## src/atp_map.vh

```
// Register map, field positions and reset values of the reload timer.
// Assumes an 8-bit register port addressed by the printed offsets.
`ifndef ATP_MAP_VH
`define ATP_MAP_VH

// Register offsets.
`define ATP_TIMER_CONTROL_STATUS 8'h0D
`define ATP_COUNTER_VALUE_HIGH   8'h0E
`define ATP_COUNTER_VALUE_LOW    8'h0F
`define ATP_RELOAD_VALUE_HIGH    8'h10
`define ATP_RELOAD_VALUE_LOW     8'h11
`define ATP_WAVE_OUTPUT_CONTROL  8'h12
`define ATP_WAVE_CONTROL_STATUS  8'h13
`define ATP_DUTY_VALUE_HIGH      8'h17
`define ATP_DUTY_VALUE_LOW       8'h18

// Fields of the control and status register.
`define ATP_CLK_SEL_HI   4
`define ATP_CLK_SEL_LO   3
`define ATP_WRAP_FLAG    2
`define ATP_WRAP_IRQ_EN  1
`define ATP_MATCH_IRQ_EN 0

// Counter clock selections.
`define ATP_CLK_OFF      2'h0
`define ATP_CLK_TIMEBASE 2'h1
`define ATP_CLK_CPU      2'h2

// Fields of the wave registers.
`define ATP_WAVE_POLARITY 1
`define ATP_MATCH_FLAG    0
`define ATP_WAVE_OE       0

// Reset values and counts.
`define ATP_RESET_BYTE 8'h00
`define ATP_RESET_12   12'h000
`define ATP_COUNT_TOP  12'hFFF
`define ATP_SLOW_DIV   32
`define ATP_SLOW_LAST  5'h1F

`endif

```

## src/atp_timer.v

```verilog
// 12-bit auto-reload timer with one PWM channel and an
// output-compare mode, reached through byte registers.
// Assumes synchronous inputs, one clock and a master that
// never issues read and write strobes together. The power
// mode inputs and the timebase tick come from the clock and
// power controller of the surrounding chip.

`include "atp_map.vh"

module atp_timer
(
  input  wire       sys_clk,
  input  wire       rst_n,
  input  wire       clk_en,
  input  wire [7:0] reg_addr,
  input  wire [7:0] reg_wdata,
  input  wire       reg_write,
  input  wire       reg_read,
  output reg  [7:0] reg_rdata,
  input  wire       timebase_tick,
  input  wire       slow_mode,
  input  wire       halt_mode,
  input  wire       active_halt_mode,
  output reg        wave_output_pin,
  output wire       wave_output_pin_oe,
  output wire       wrap_irq,
  output wire       match_irq,
  output wire       wake_from_wait,
  output wire       wake_from_active_halt
);

  // Software visible state.
  reg  [1:0]  counter_clock_select;
  reg         wrap_flag;
  reg         wrap_irq_enable;
  reg         match_irq_enable;
  reg  [11:0] counter_value;
  reg  [11:0] reload_value;
  reg  [11:0] duty_value;
  reg         wave_output_enable;
  reg         wave_polarity;
  reg         match_flag;

  // Internal state.
  reg  [11:0] duty_shadow;
  reg         compare_armed;
  reg         wave_level;
  reg  [4:0]  slow_count;

  // Combinational terms.
  reg         src_tick;
  reg         run_allowed;
  wire        wr_hit;
  wire        rd_hit;
  wire        counter_tick;
  wire        at_top;
  wire        overflow;
  wire [11:0] next_count;
  wire [11:0] compare_value;
  wire        match_event;
  reg  [7:0]  next_rdata;

  // Source of counter ticks before any slow-mode division.
  // The reserved code stops the counter like the off code, so a
  // stray write cannot make it run at an undefined rate.
  always @*
  begin
    case (counter_clock_select)
      `ATP_CLK_TIMEBASE: src_tick = timebase_tick;
      `ATP_CLK_CPU:      src_tick = 1'b1;
      default:           src_tick = 1'b0;
    endcase
  end

  // Power modes. Halt always stops the timer; active-halt
  // keeps it alive only on the timebase with wrap enabled,
  // since that is the only source still running then.
  // Wait mode has no port: the timer runs on through it.
  always @*
  begin
    if (halt_mode)
      run_allowed = 1'b0;
    else if (active_halt_mode)
      run_allowed = (counter_clock_select == `ATP_CLK_TIMEBASE)
                    && wrap_irq_enable;
    else
      run_allowed = 1'b1;
  end

  // In slow mode only every 32nd source tick reaches the counter.
  // The clock enable is folded in here, so a low enable stops the
  // counter, the shadow copy and both flags in the same cycle;
  // gating each process on its own would let one run ahead.
  assign counter_tick = clk_en && run_allowed && src_tick &&
                        (!slow_mode || slow_count == `ATP_SLOW_LAST);

  // Slow-mode prescaler; it idles at zero outside slow mode so
  // that entering slow mode always starts a full division.
  always @(posedge sys_clk or negedge rst_n)
  begin
    if (!rst_n)
      slow_count <= 5'h00;
    else if (clk_en)
    begin
      if (!slow_mode)
        slow_count <= 5'h00;
      else if (run_allowed && src_tick)
        slow_count <= slow_count + 5'h01;
    end
  end

  // Next counter value: increment, or reload after the top.
  // The reload value is used at the top only, so a new value
  // never cuts the period in progress short.
  assign at_top     = (counter_value == `ATP_COUNT_TOP);
  assign overflow   = counter_tick && at_top;
  assign next_count = at_top ? reload_value
                             : counter_value + 12'h001;

  // Compare operand: shadow in PWM mode, duty value otherwise.
  assign compare_value = wave_output_enable ? duty_shadow
                                            : duty_value;

  // Match on the value the counter is about to take. A zero
  // duty value never matches, and a half-written duty value
  // is locked out until its low byte arrives.
  assign match_event = counter_tick && compare_armed &&
                       (compare_value != `ATP_RESET_12) &&
                       (next_count == compare_value);

  // Register strobes.
  // A low clock enable drops a strobe entirely.
  assign wr_hit = clk_en && reg_write;
  assign rd_hit = clk_en && reg_read;

  // Counter. It starts from zero after reset.
  // The first period therefore runs a full 4096 ticks.
  always @(posedge sys_clk or negedge rst_n)
  begin
    if (!rst_n)
      counter_value <= `ATP_RESET_12;
    else if (counter_tick)
      counter_value <= next_count;
  end

  // Control register and its enables.
  // The status flag and the reserved bits ignore writes.
  always @(posedge sys_clk or negedge rst_n)
  begin
    if (!rst_n)
    begin
      counter_clock_select <= `ATP_CLK_OFF;
      wrap_irq_enable      <= 1'b0;
      match_irq_enable     <= 1'b0;
    end
    else if (wr_hit && reg_addr == `ATP_TIMER_CONTROL_STATUS)
    begin
      counter_clock_select <= reg_wdata[`ATP_CLK_SEL_HI:`ATP_CLK_SEL_LO];
      wrap_irq_enable      <= reg_wdata[`ATP_WRAP_IRQ_EN];
      match_irq_enable     <= reg_wdata[`ATP_MATCH_IRQ_EN];
    end
  end

  // Wrap flag. It drops at the next counter tick or on a read
  // of the status register. A new overflow in the same cycle
  // wins over both clears, so no event is lost.
  // Clearing on the next tick keeps it up for one counter tick interval.
  always @(posedge sys_clk or negedge rst_n)
  begin
    if (!rst_n)
      wrap_flag <= 1'b0;
    else if (clk_en)
    begin
      if (overflow)
        wrap_flag <= 1'b1;
      else if (counter_tick)
        wrap_flag <= 1'b0;
      else if (rd_hit && reg_addr == `ATP_TIMER_CONTROL_STATUS)
        wrap_flag <= 1'b0;
    end
  end

  // Reload value, written a byte at a time.
  // A high byte written alone leaves a mixed value that the next
  // overflow loads; software should write both between overflows.
  always @(posedge sys_clk or negedge rst_n)
  begin
    if (!rst_n)
      reload_value <= `ATP_RESET_12;
    else if (wr_hit && reg_addr == `ATP_RELOAD_VALUE_HIGH)
      reload_value[11:8] <= reg_wdata[3:0];
    else if (wr_hit && reg_addr == `ATP_RELOAD_VALUE_LOW)
      reload_value[7:0] <= reg_wdata;
  end

  // Duty value and compare lock. A high-byte write locks the
  // compare so that a torn value cannot fire a false match.
  // The lock resets open: the zero duty value never matches
  // anyway, so no write is needed before the timer starts.
  always @(posedge sys_clk or negedge rst_n)
  begin
    if (!rst_n)
    begin
      duty_value    <= `ATP_RESET_12;
      compare_armed <= 1'b1;
    end
    else if (wr_hit && reg_addr == `ATP_DUTY_VALUE_HIGH)
    begin
      duty_value[11:8] <= reg_wdata[3:0];
      compare_armed    <= 1'b0;
    end
    else if (wr_hit && reg_addr == `ATP_DUTY_VALUE_LOW)
    begin
      duty_value[7:0] <= reg_wdata;
      compare_armed   <= 1'b1;
    end
  end

  // Shadow copy, taken at every overflow whatever the mode,
  // even when only the high byte has been rewritten.
  // Compare mode ignores it, but keeping it current lets a later
  // switch into PWM mode start from the last written value.
  always @(posedge sys_clk or negedge rst_n)
  begin
    if (!rst_n)
      duty_shadow <= `ATP_RESET_12;
    else if (overflow)
      duty_shadow <= duty_value;
  end

  // Output control and polarity registers.
  // Polarity is the only writable bit of the wave status register;
  // the match flag ignores writes and clears only on a read.
  always @(posedge sys_clk or negedge rst_n)
  begin
    if (!rst_n)
    begin
      wave_output_enable <= 1'b0;
      wave_polarity      <= 1'b0;
    end
    else if (wr_hit && reg_addr == `ATP_WAVE_OUTPUT_CONTROL)
      wave_output_enable <= reg_wdata[`ATP_WAVE_OE];
    else if (wr_hit && reg_addr == `ATP_WAVE_CONTROL_STATUS)
      wave_polarity <= reg_wdata[`ATP_WAVE_POLARITY];
  end

  // Match flag; a match in the reading cycle wins over the clear.
  always @(posedge sys_clk or negedge rst_n)
  begin
    if (!rst_n)
      match_flag <= 1'b0;
    else if (clk_en)
    begin
      if (match_event)
        match_flag <= 1'b1;
      else if (rd_hit && reg_addr == `ATP_WAVE_CONTROL_STATUS)
        match_flag <= 1'b0;
    end
  end

  // Raw wave level. Overflow sets it and a match clears it; the
  // match wins, so a duty equal to the reload gives no pulse.
  always @(posedge sys_clk or negedge rst_n)
  begin
    if (!rst_n)
      wave_level <= 1'b0;
    else if (clk_en)
    begin
      if (!wave_output_enable)
        wave_level <= 1'b0;
      else if (match_event)
        wave_level <= 1'b0;
      else if (overflow)
        wave_level <= 1'b1;
    end
  end

  // Pin data, registered after polarity so it never glitches.
  // With the enable clear the pin is released and reads low.
  // The extra stage delays the pin one cycle against the counter,
  // which no period or duty figure depends on.
  always @(posedge sys_clk or negedge rst_n)
  begin
    if (!rst_n)
      wave_output_pin <= 1'b0;
    else if (clk_en)
      wave_output_pin <= wave_output_enable &&
                         (wave_level ^ wave_polarity);
  end

  // Push-pull drive only while the alternate function is on.
  assign wave_output_pin_oe = wave_output_enable;

  // Interrupt requests are level terms of flag and enable.
  // Clearing an enable silences its request from the next cycle.
  assign wrap_irq  = wrap_flag && wrap_irq_enable;
  assign match_irq = match_flag && match_irq_enable;

  // Wake terms. Both requests wake from wait; only wrap on the
  // timebase wakes from active-halt; nothing wakes from halt.
  // A flag left over from before halt must not wake it either.
  assign wake_from_wait = !halt_mode &&
                          (wrap_irq || match_irq);
  assign wake_from_active_halt = !halt_mode && wrap_irq &&
    (counter_clock_select == `ATP_CLK_TIMEBASE);

  // Read multiplexer. Reserved bits and unmapped offsets read
  // zero. The counter is not latched across its two byte reads,
  // so software must allow for a carry between them.
  // Reads have no side effect here; the flag clears sit with the flags.
  always @*
  begin
    next_rdata = `ATP_RESET_BYTE;
    case (reg_addr)
      `ATP_TIMER_CONTROL_STATUS:
        next_rdata = {3'h0, counter_clock_select, wrap_flag,
                      wrap_irq_enable, match_irq_enable};
      `ATP_COUNTER_VALUE_HIGH:
        next_rdata = {4'h0, counter_value[11:8]};
      `ATP_COUNTER_VALUE_LOW:
        next_rdata = counter_value[7:0];
      `ATP_RELOAD_VALUE_HIGH:
        next_rdata = {4'h0, reload_value[11:8]};
      `ATP_RELOAD_VALUE_LOW:
        next_rdata = reload_value[7:0];
      `ATP_WAVE_OUTPUT_CONTROL:
        next_rdata = {7'h00, wave_output_enable};
      `ATP_WAVE_CONTROL_STATUS:
        next_rdata = {6'h00, wave_polarity, match_flag};
      `ATP_DUTY_VALUE_HIGH:
        next_rdata = {4'h0, duty_value[11:8]};
      `ATP_DUTY_VALUE_LOW:
        next_rdata = duty_value[7:0];
      default:
        next_rdata = `ATP_RESET_BYTE;
    endcase
  end

  // Read data stand only in the cycle after the strobe.
  // Zero between reads keeps a shared read path quiet and lets
  // a stray strobe show up at once.
  always @(posedge sys_clk or negedge rst_n)
  begin
    if (!rst_n)
      reg_rdata <= `ATP_RESET_BYTE;
    else if (clk_en)
      reg_rdata <= rd_hit ? next_rdata : `ATP_RESET_BYTE;
  end

endmodule // atp_timer

```

## config.mk

```make
export PLATFORM = sky130hd
export DESIGN_NAME = atp_timer
export DESIGN_NICKNAME = d
export VERILOG_FILES = /design/src/atp_timer.v
export VERILOG_INCLUDE_DIRS = /design/src
export SDC_FILE = /design/constraint.sdc
export NUM_CORES = 1
export LEC_CHECK = 0
export BUFFER_PORTS_ARGS = -buffer_cell sky130_fd_sc_hd__buf_2
export CORE_UTILIZATION = 45
export DETAILED_ROUTE_END_ITERATION = 7
export PLACE_DENSITY = 0.74
export SYNTH_ARGS = -nofsm -noshare
export SYNTH_HDL_FRONTEND = slang
export SYNTH_SLANG_ARGS = --single-unit
```

## constraint.sdc

```tcl
create_clock -name sys_clk -period 2.6 [get_ports sys_clk]
set_clock_uncertainty 0.2 [all_clocks]
set_input_delay 0 -clock sys_clk [delete_from_list [all_inputs] [get_ports sys_clk]]
set_output_delay 0 -clock sys_clk [all_outputs]
set_load 0.01 [all_outputs]
```

==> summary.md, run 1 <==
| Metric | Value |
|---|---|
| CP max stage delay | 0.56 ns |
| Seq pwr share | 0.513 |
| Hold path depth | 5 |
| Cell variety after synth | 69 |
| Vias | 3,885 |
| Clk root buf | clkbuf_8 |
| Final number of hold-violating endpoints | 0 |
| CP required | 2.65 ns |
| Setup crit end kind | register |
| Reg2reg start | counter_value[8] |
| Clock sink count | 72 |
| Clock slew at reported path FFs | 0.09 ns |
| Area grow syn2layout | 22.1% |
| Comb power frac | 0.075 |
| CP Cell Sequence | nand4_1 -> or4_4 -> and3b_1 -> a211oi_2 -> o2111ai_1 -> nor4_2 -> nor2_1 |
| CTS tree | done |
| IO buf count | 38 |
| Worst-Margin Slew | 0.772 ns |
| Initial Utilization | 0.474 |
| Worst r2r path cells | 7 |
| Hold Crit Start | halt_mode |
| Tcrit/Tclk final | 0.971 |
| CP delay by family, top | simple AND/OR/NAND/NOR gates |
| Synthesized flop and latch total | 72 |
| Residual DRC count | 0 |
| Buf/Inv on CP | 0 |
| Internal power | 0.00166 W |
| Top post-synthesis cells by area | dfrtp_1 42%, mux2_1 8.3%, nand2_1 6.3% |
| GRT Resource Usage Total | 0.273 |
| Area leader, netlist | dfrtp_1 |
| CP Launch Type | register |
| Die ar. | 9750 um2 |
| # H-tree levels | 3 |
| CP Max Fanout | 6 |
| Post-Synthesis Cells | 430 |
| Crit Path Class | register to register |
| Setup bufs post-CTS | 0 |
| Rel. slew slack | 0.485 |
| WP data arrival | 2.57 ns |
| Drt pass-1 iters | 5 |
| HP Class | primary input to register |
| Post-synth net total | 460 |
| Status | finished clean |
| Clk pwr share | 0.411 |
| Die H | 98.7 um |
| Main synth FF type | dfrtp_1 |
| Largest net degree at the start of global routing | 42 |
| Initial antenna violation count | 0 |
| Vias in the first global route | 3,850 |
| Power Density | 438 nW/um2 |
| RePlAce Congestion | 1.02 |
| Remaining antenna violation count after routing | 0 |
| First-pass GRT wire length | 20.3 mm |
| Hold slack | 0.0474 ns |
| Layout cell share with drive strength beyond 1 | 0.223 |
| Setup crit start | counter_value[8] |
| Max-cap violations | 0 |
| Final wirelength | 12.5 mm |
| Top-area cell type share of the netlist area | 0.422 |
| Number of CTS-inserted buffers | 9 |
| Worst ir drop on vdd | 0.365 mV |
| Ys async rst share | 1.00 |
| Min-Delay Endpoint | slow_count[4] |
| Clk_lat worst skew | 0.36 ns |
| Commonest cells in the synthesized netlist | 71 x dfrtp_1, 71 x nand2_1, 31 x mux2_1, 21 x nor2_1, 18 x mux2i_1 |
| Register area share after synthesis | 0.428 |
| Switching share of power | 0.262 |
| Diode count | 0 |
| Mapped cell area | 4210 um2 |
| Total of fill cells in the finished design | 763 |
| FMAX | 396 MHz |
| Syn Area/Cell | 9.79 um2 |
| Dpl hpwl | 9.38 mm |
| Avg WL per Cell | 20.1 um |
| Final TNS setup | 0 ns |
| Clock tree buffer depth | 2 |
| R2r setup slk | 0.07 ns |
| RSZ-0062 raised after global routing | no |
| DR vias/cell | 6.24 |
| Fin crit period | 2.53 ns |
| Row count | 34 |
| GRT Residual Overflow | 0 |
| Worst path slowest cell | or4_4 |
| Net switching power | 0.000590 W |
| Layout Nets | 540 |
| EDFF count, synth | 0 |
| Endpoints failing setup | 0 |
| Initial DRC Count | 409 |
| Fin. max-slew vios | 0 |
| Core area | 8890 um2 |
| Num ports | 39 |
| Die W | 98.7 um |
| Yosys Warn Count | 0 |
| Reg-to-reg endpoint | wave_level |
| Lkg Pwr | 2.40 nW |
[stage by stage]
stage / power, W / area [um2] / cells / setup slack [ns] / util
CTS: 0.00226 / 5080 / 623 / 0.00315 / 0.571
global route: 0.00234 / 5140 / 623 / 0.00846 / 0.578
global placement: 0.00132 / 4700 / 589 / 0.0853 / 0.528
detailed placement: 0.00132 / 4700 / 589 / 0.0111 / 0.528
finish: 0.00225 / 5140 / 623 / 0.0747 / 0.578
floorplan: 0.00124 / 4210 / 430 / 0.0715 / -
[placed cells by master, fill, tap and decap left out, types with 3 or more instances in the layout]
cell type      instances
ha_1                   5
buf_2                 38
or3_1                  3
a221oi_1               3
a31oi_1                5
nor4_1                 3
dlygate4sd3_1         18
a21oi_1               11
inv_1                 10
nor3_1                11
o2bb2ai_1             10
dfrtp_1               70
o22ai_1                4
nand2_1               70
buf_4                 34
a222oi_1               4
nand4_1                7
a22o_1                 3
mux2_2                 3
nor2b_1                3
inv_6                  3
nor3_2                 3
xnor2_1                9
o21ai_1                7
o21ai_0               13
nand3_1                9
and3_1                 6
clkbuf_8               9
a41oi_1                3
nor2_1                21
nor4_2                 3
a22oi_1               11
mux2_1                31
nor3b_1                3
mux2i_1               17
[metal layers]
layer / up-vias / global-route usage / part of all wire
li1: 1758 / - / -
met1: 1870 / 0.349 / 0.41
met2: 201 / 0.426 / 0.46
met3: 56 / 0.0596 / 0.077
met4: 0 / 0.164 / 0.056
met5: - / 0 / 0
[layout make-up]
class	instances	area [um2]	area share
Inverter	10	37.5	0.00730
Multi-Input combinational cell	326	2320	0.451
Clock inverter	7	77.6	0.0151
Tap cell	108	135	0.0263
Clock buffer	9	124	0.0241
Timing Repair Buffer	91	646	0.126
Sequential cell	72	1800	0.351
[power groups by stage]
stage               combinational [W]  sequential [W]  clock [W]
floorplan                   0.0000707         0.00117          0
global placement             0.000140         0.00118          0
detailed placement           0.000145         0.00118          0
CTS                          0.000166         0.00115   0.000939
global route                 0.000187         0.00116   0.000993
finish                       0.000170         0.00116   0.000926
[worst max path at each step]
| stage | endpoint | slack, ns | depth (start not counted) |
|---|---|---|---|
| floorplan | wave_level | 0.07 | 8 |
| detailed placement | wave_level | 0.01 | 10 |
| global route | wave_level | 0.008 | 7 |
| CTS | wave_level | 0.003 | 8 |
| finish | wave_level | 0.07 | 7 |
| global placement | wave_level | 0.09 | 10 |
[state kept, by name, indices dropped and copies added (netlist names)]
signal                flops
wave_polarity             1
match_flag                1
duty_shadow              12
wave_level                1
reload_value             12
counter_clock_select      2
wave_output_pin           1
reg_rdata                 8
wrap_irq_enable           1
slow_count                5
match_irq_enable          1
duty_value               12
wrap_flag                 1
wave_output_pin_oe        1
compare_armed             1
counter_value            12
[tightest hold or removal path: stages]
cell and delay (ns):
buf_2 0.12, a2111oi_4 0.05, buf_4 0.15, a31oi_1 0.17
o2bb2ai_1 0.08
[what timing repair did]
action                                  in CTS  in global routing
gates resized for setup                      0                 11
endpoints found under the setup margin       0                 22
hold buffers                                18                  0
hold endpoints to repair                    78                  0
[cell families after synthesis]
group	share of synthesized area
simple gates	0.198
compound gates	0.161
flops	0.428
mux	0.139
buf+inv	0.0362
xor+xnor	0.0208
fa+ha+maj	0.0172
No activity file was read; power rests on OpenSTA's default activity.
==> run 2: changes to the inputs <==
Settings changed: CORE_UTILIZATION 45 to 42, PLACE_DENSITY 0.74 to 0.7.
==> summary.md, run 2 (same netlist as run 1, synthesis figures left out) <==
| Metric | Value |
|---|---|
| Status | finished with violations |
| Failing checks | hold timing |
| Cell Count Post-Placement | 616 (+4.6%) |
| Clk root buf | clkbuf_8 |
| DR vias/cell | 5.93 (-4.9%) |
| CP required | 2.63 ns (-0.02 ns) |
| CTS tree | done |
| Max-cap violations | 0 (unchanged) |
| Commonest cells after routing, fill and taps aside | 71 x dfrtp_1, 70 x nand2_1, 38 x buf_2 |
| Worst r2r path cells | 8 (+1) |
| RePlAce Congestion | 1.02 (-0.17%) |
| Final worst setup slack | 0.102 ns (+0.0272 ns) |
| Fin. max-slew vios | 0 (unchanged) |
| Layout cell share with drive strength beyond 1 | 0.224 (+0.000434) |
| HP Class | primary input to asynchronous set/reset pin |
| Area grow syn2layout | 21.6% |
| Initial DRC Count | 246 (-40%) |
| Vias | 3,837 (-1.2%) |
| Lkg Pwr | 2.37 nW (-1.1%) |
| Layout Nets | 540 (unchanged) |
| Commonest non-fill, non-tap cell in the layout | dfrtp_1 |
| Initial antenna violation count | 0 (unchanged) |
| Worst-Margin Slew | 0.627 ns (-0.145 ns) |
| Diode count | 0 (unchanged) |
| Die H | 102 um (+3.4%) |
| Num ports | 39 (unchanged) |
| Worst path slowest cell | or4_4 |
| Power Density | 427 nW/um2 (-2.5%) |
| Crit Path Class | register to register |
| Avg WL per Cell | 19.0 um (-5.5%) |
| CP max stage delay | 0.47 ns (-0.09 ns) |
| CP Launch Type | register |
| Dpl hpwl | 9.11 mm (-2.8%) |
| Vias in the first global route | 3,775 (-1.9%) |
| WP data arrival | 2.53 ns (-0.04 ns) |
| Fin crit period | 2.50 ns (-0.0272 ns) |
| Initial Utilization | 0.433 (-0.0408) |
| Worst ir drop on vdd | 0.355 mV (-2.6%) |
| IO buf count | 38 (unchanged) |
| Die W | 102 um (+3.4%) |
| CP Max Fanout | 4 (-2) |
| Final cell count without fillers | 647 (+3.9%) |
| Row count | 36 (+5.9%) |
| Die ar. | 10,400 um2 (+7.0%) |
| First-pass GRT wire length | 20.0 mm (-1.5%) |
| GRT Resource Usage Total | 0.258 (-0.0150) |
| # H-tree levels | 3 (unchanged) |
| Largest net degree at the start of global routing | 49 (+17%) |
| Final wirelength | 12.3 mm (-1.8%) |
| CP Cell Sequence | ha_2 -> nand4_1 -> or4_4 -> and3b_1 -> a211oi_2 -> o2111ai_1 -> nor4_2 -> nor2_1 |
| Rel. slew slack | 0.582 (+0.0964) |
| GRT Residual Overflow | 0 (unchanged) |
| Total of fill cells in the finished design | 918 (+20%) |
| Reg2reg start | counter_value[0] |
| Reg-to-reg endpoint | wave_level |
| Setup bufs post-CTS | 0 (unchanged) |
| FMAX | 400 MHz (+1.1%) |
| Core area | 9730 um2 (+9.4%) |
| R2r setup slk | 0.10 ns (+0.03 ns) |
| Clock slew at reported path FFs | 0.09 ns (about the same) |
| RSZ-0062 raised after global routing | yes |
| Setup crit end kind | register |
| Number of CTS-inserted buffers | 9 (unchanged) |
| Setup WS pre-CTS | 0.0474 ns (+0.0362 ns) |
| Remaining antenna violation count after routing | 0 (unchanged) |
| Clock tree buffer depth | 2 (unchanged) |
| Endpoints failing setup | 0 (unchanged) |
| Hold slack | -0.0146 ns (-0.0620 ns) |
| Drt pass-1 iters | 5 (unchanged) |
| Final number of hold-violating endpoints | 2 (+2) |
| Tcrit/Tclk final | 0.961 (-0.0105) |
| Clock sink count | 72 (unchanged) |
| Clk_lat worst skew | 0.36 ns (about the same) |
| Residual DRC count | 0 (unchanged) |
| Total power | 0.00219 W (-2.8%) |
-- run 2: cell types whose count changed in the layout (fill, tap and decap cells not counted), moves of 2 or more --
| cell | previous run | this run |
|---|---|---|
| nor3_1 | 11 | 13 |
| clkinv_2 | 1 | 3 |
| dlygate4sd3_1 | 18 | 16 |
| inv_6 | 3 | 0 |
| ha_2 | 0 | 2 |
| ha_1 | 5 | 3 |
| nor3_2 | 3 | 1 |
-- run 2: repair_timing --
action / 4_1_cts / 5_1_grt
endpoints found under the setup margin: 0 / 14
hold endpoints to repair: 112 / 0
resized for setup: 0 / 7
hold buffers: 16 / 0
-- run 2: worst max path at each step --
| stage | end | start | depth (start not counted) | slack [ns] |
|---|---|---|---|---|
| finish | wave_level | counter_value[0] | 8 | 0.10 |
| global route | wave_level | counter_value[0] | 9 | -0.03 |
| CTS | wave_level | counter_value[0] | 8 | 0.04 |
| detailed placement | wave_level | counter_value[0] | 8 | 0.05 |
| global placement | duty_shadow[4] | counter_clock_select[1] | 9 | 0.06 |
| floorplan | wave_level | counter_value[0] | 8 | 0.07 |
-- run 2: worst max-delay path: cells and delay by family (launching register included) --
| kind | cells | cell delay [ns] |
|---|---|---|
| adder cells (fa/ha/maj) | 1 | 0.21 |
| AO/OA/AOI/OAI | 2 | 0.36 |
| flip-flops | 1 | 0.36 |
| AND/OR/NAND/NOR | 5 | 1.24 |
-- run 2: final cells by class --
type                       instances  area, um2  area share
tap                              133        166      0.0325
multi-input combinational        326       2280       0.444
clock inverter                     6       61.3      0.0120
inverter                          10       37.5     0.00733
clock buffer                       9        124      0.0242
sequential                        72       1800       0.352
timing repair buffer              91        653       0.128
-- run 2: report_power, final --
| group | switching, W | internal, W |
|---|---|---|
| Sequential | 0.0000203 | 0.00113 |
| Combinational | 0.0000937 | 0.0000727 |
| Clock | 0.000432 | 0.000434 |
-- run 2: stage by stage --
step	util	instance area [um2]	setup TNS, ns
3_3_place_gp	0.489	4760	0
4_1_cts	0.524	5100	0
6_report	0.526	5120	0
5_1_grt	0.526	5120	-0.0282
2_1_floorplan	-	4210	0
3_5_place_dp	0.489	4760	0
-- run 2: metal layers --
layer  track usage  part of all wire
met2         0.413              0.48
met3        0.0383             0.061
met5             0                 0
met4         0.110             0.026
met1         0.351              0.43
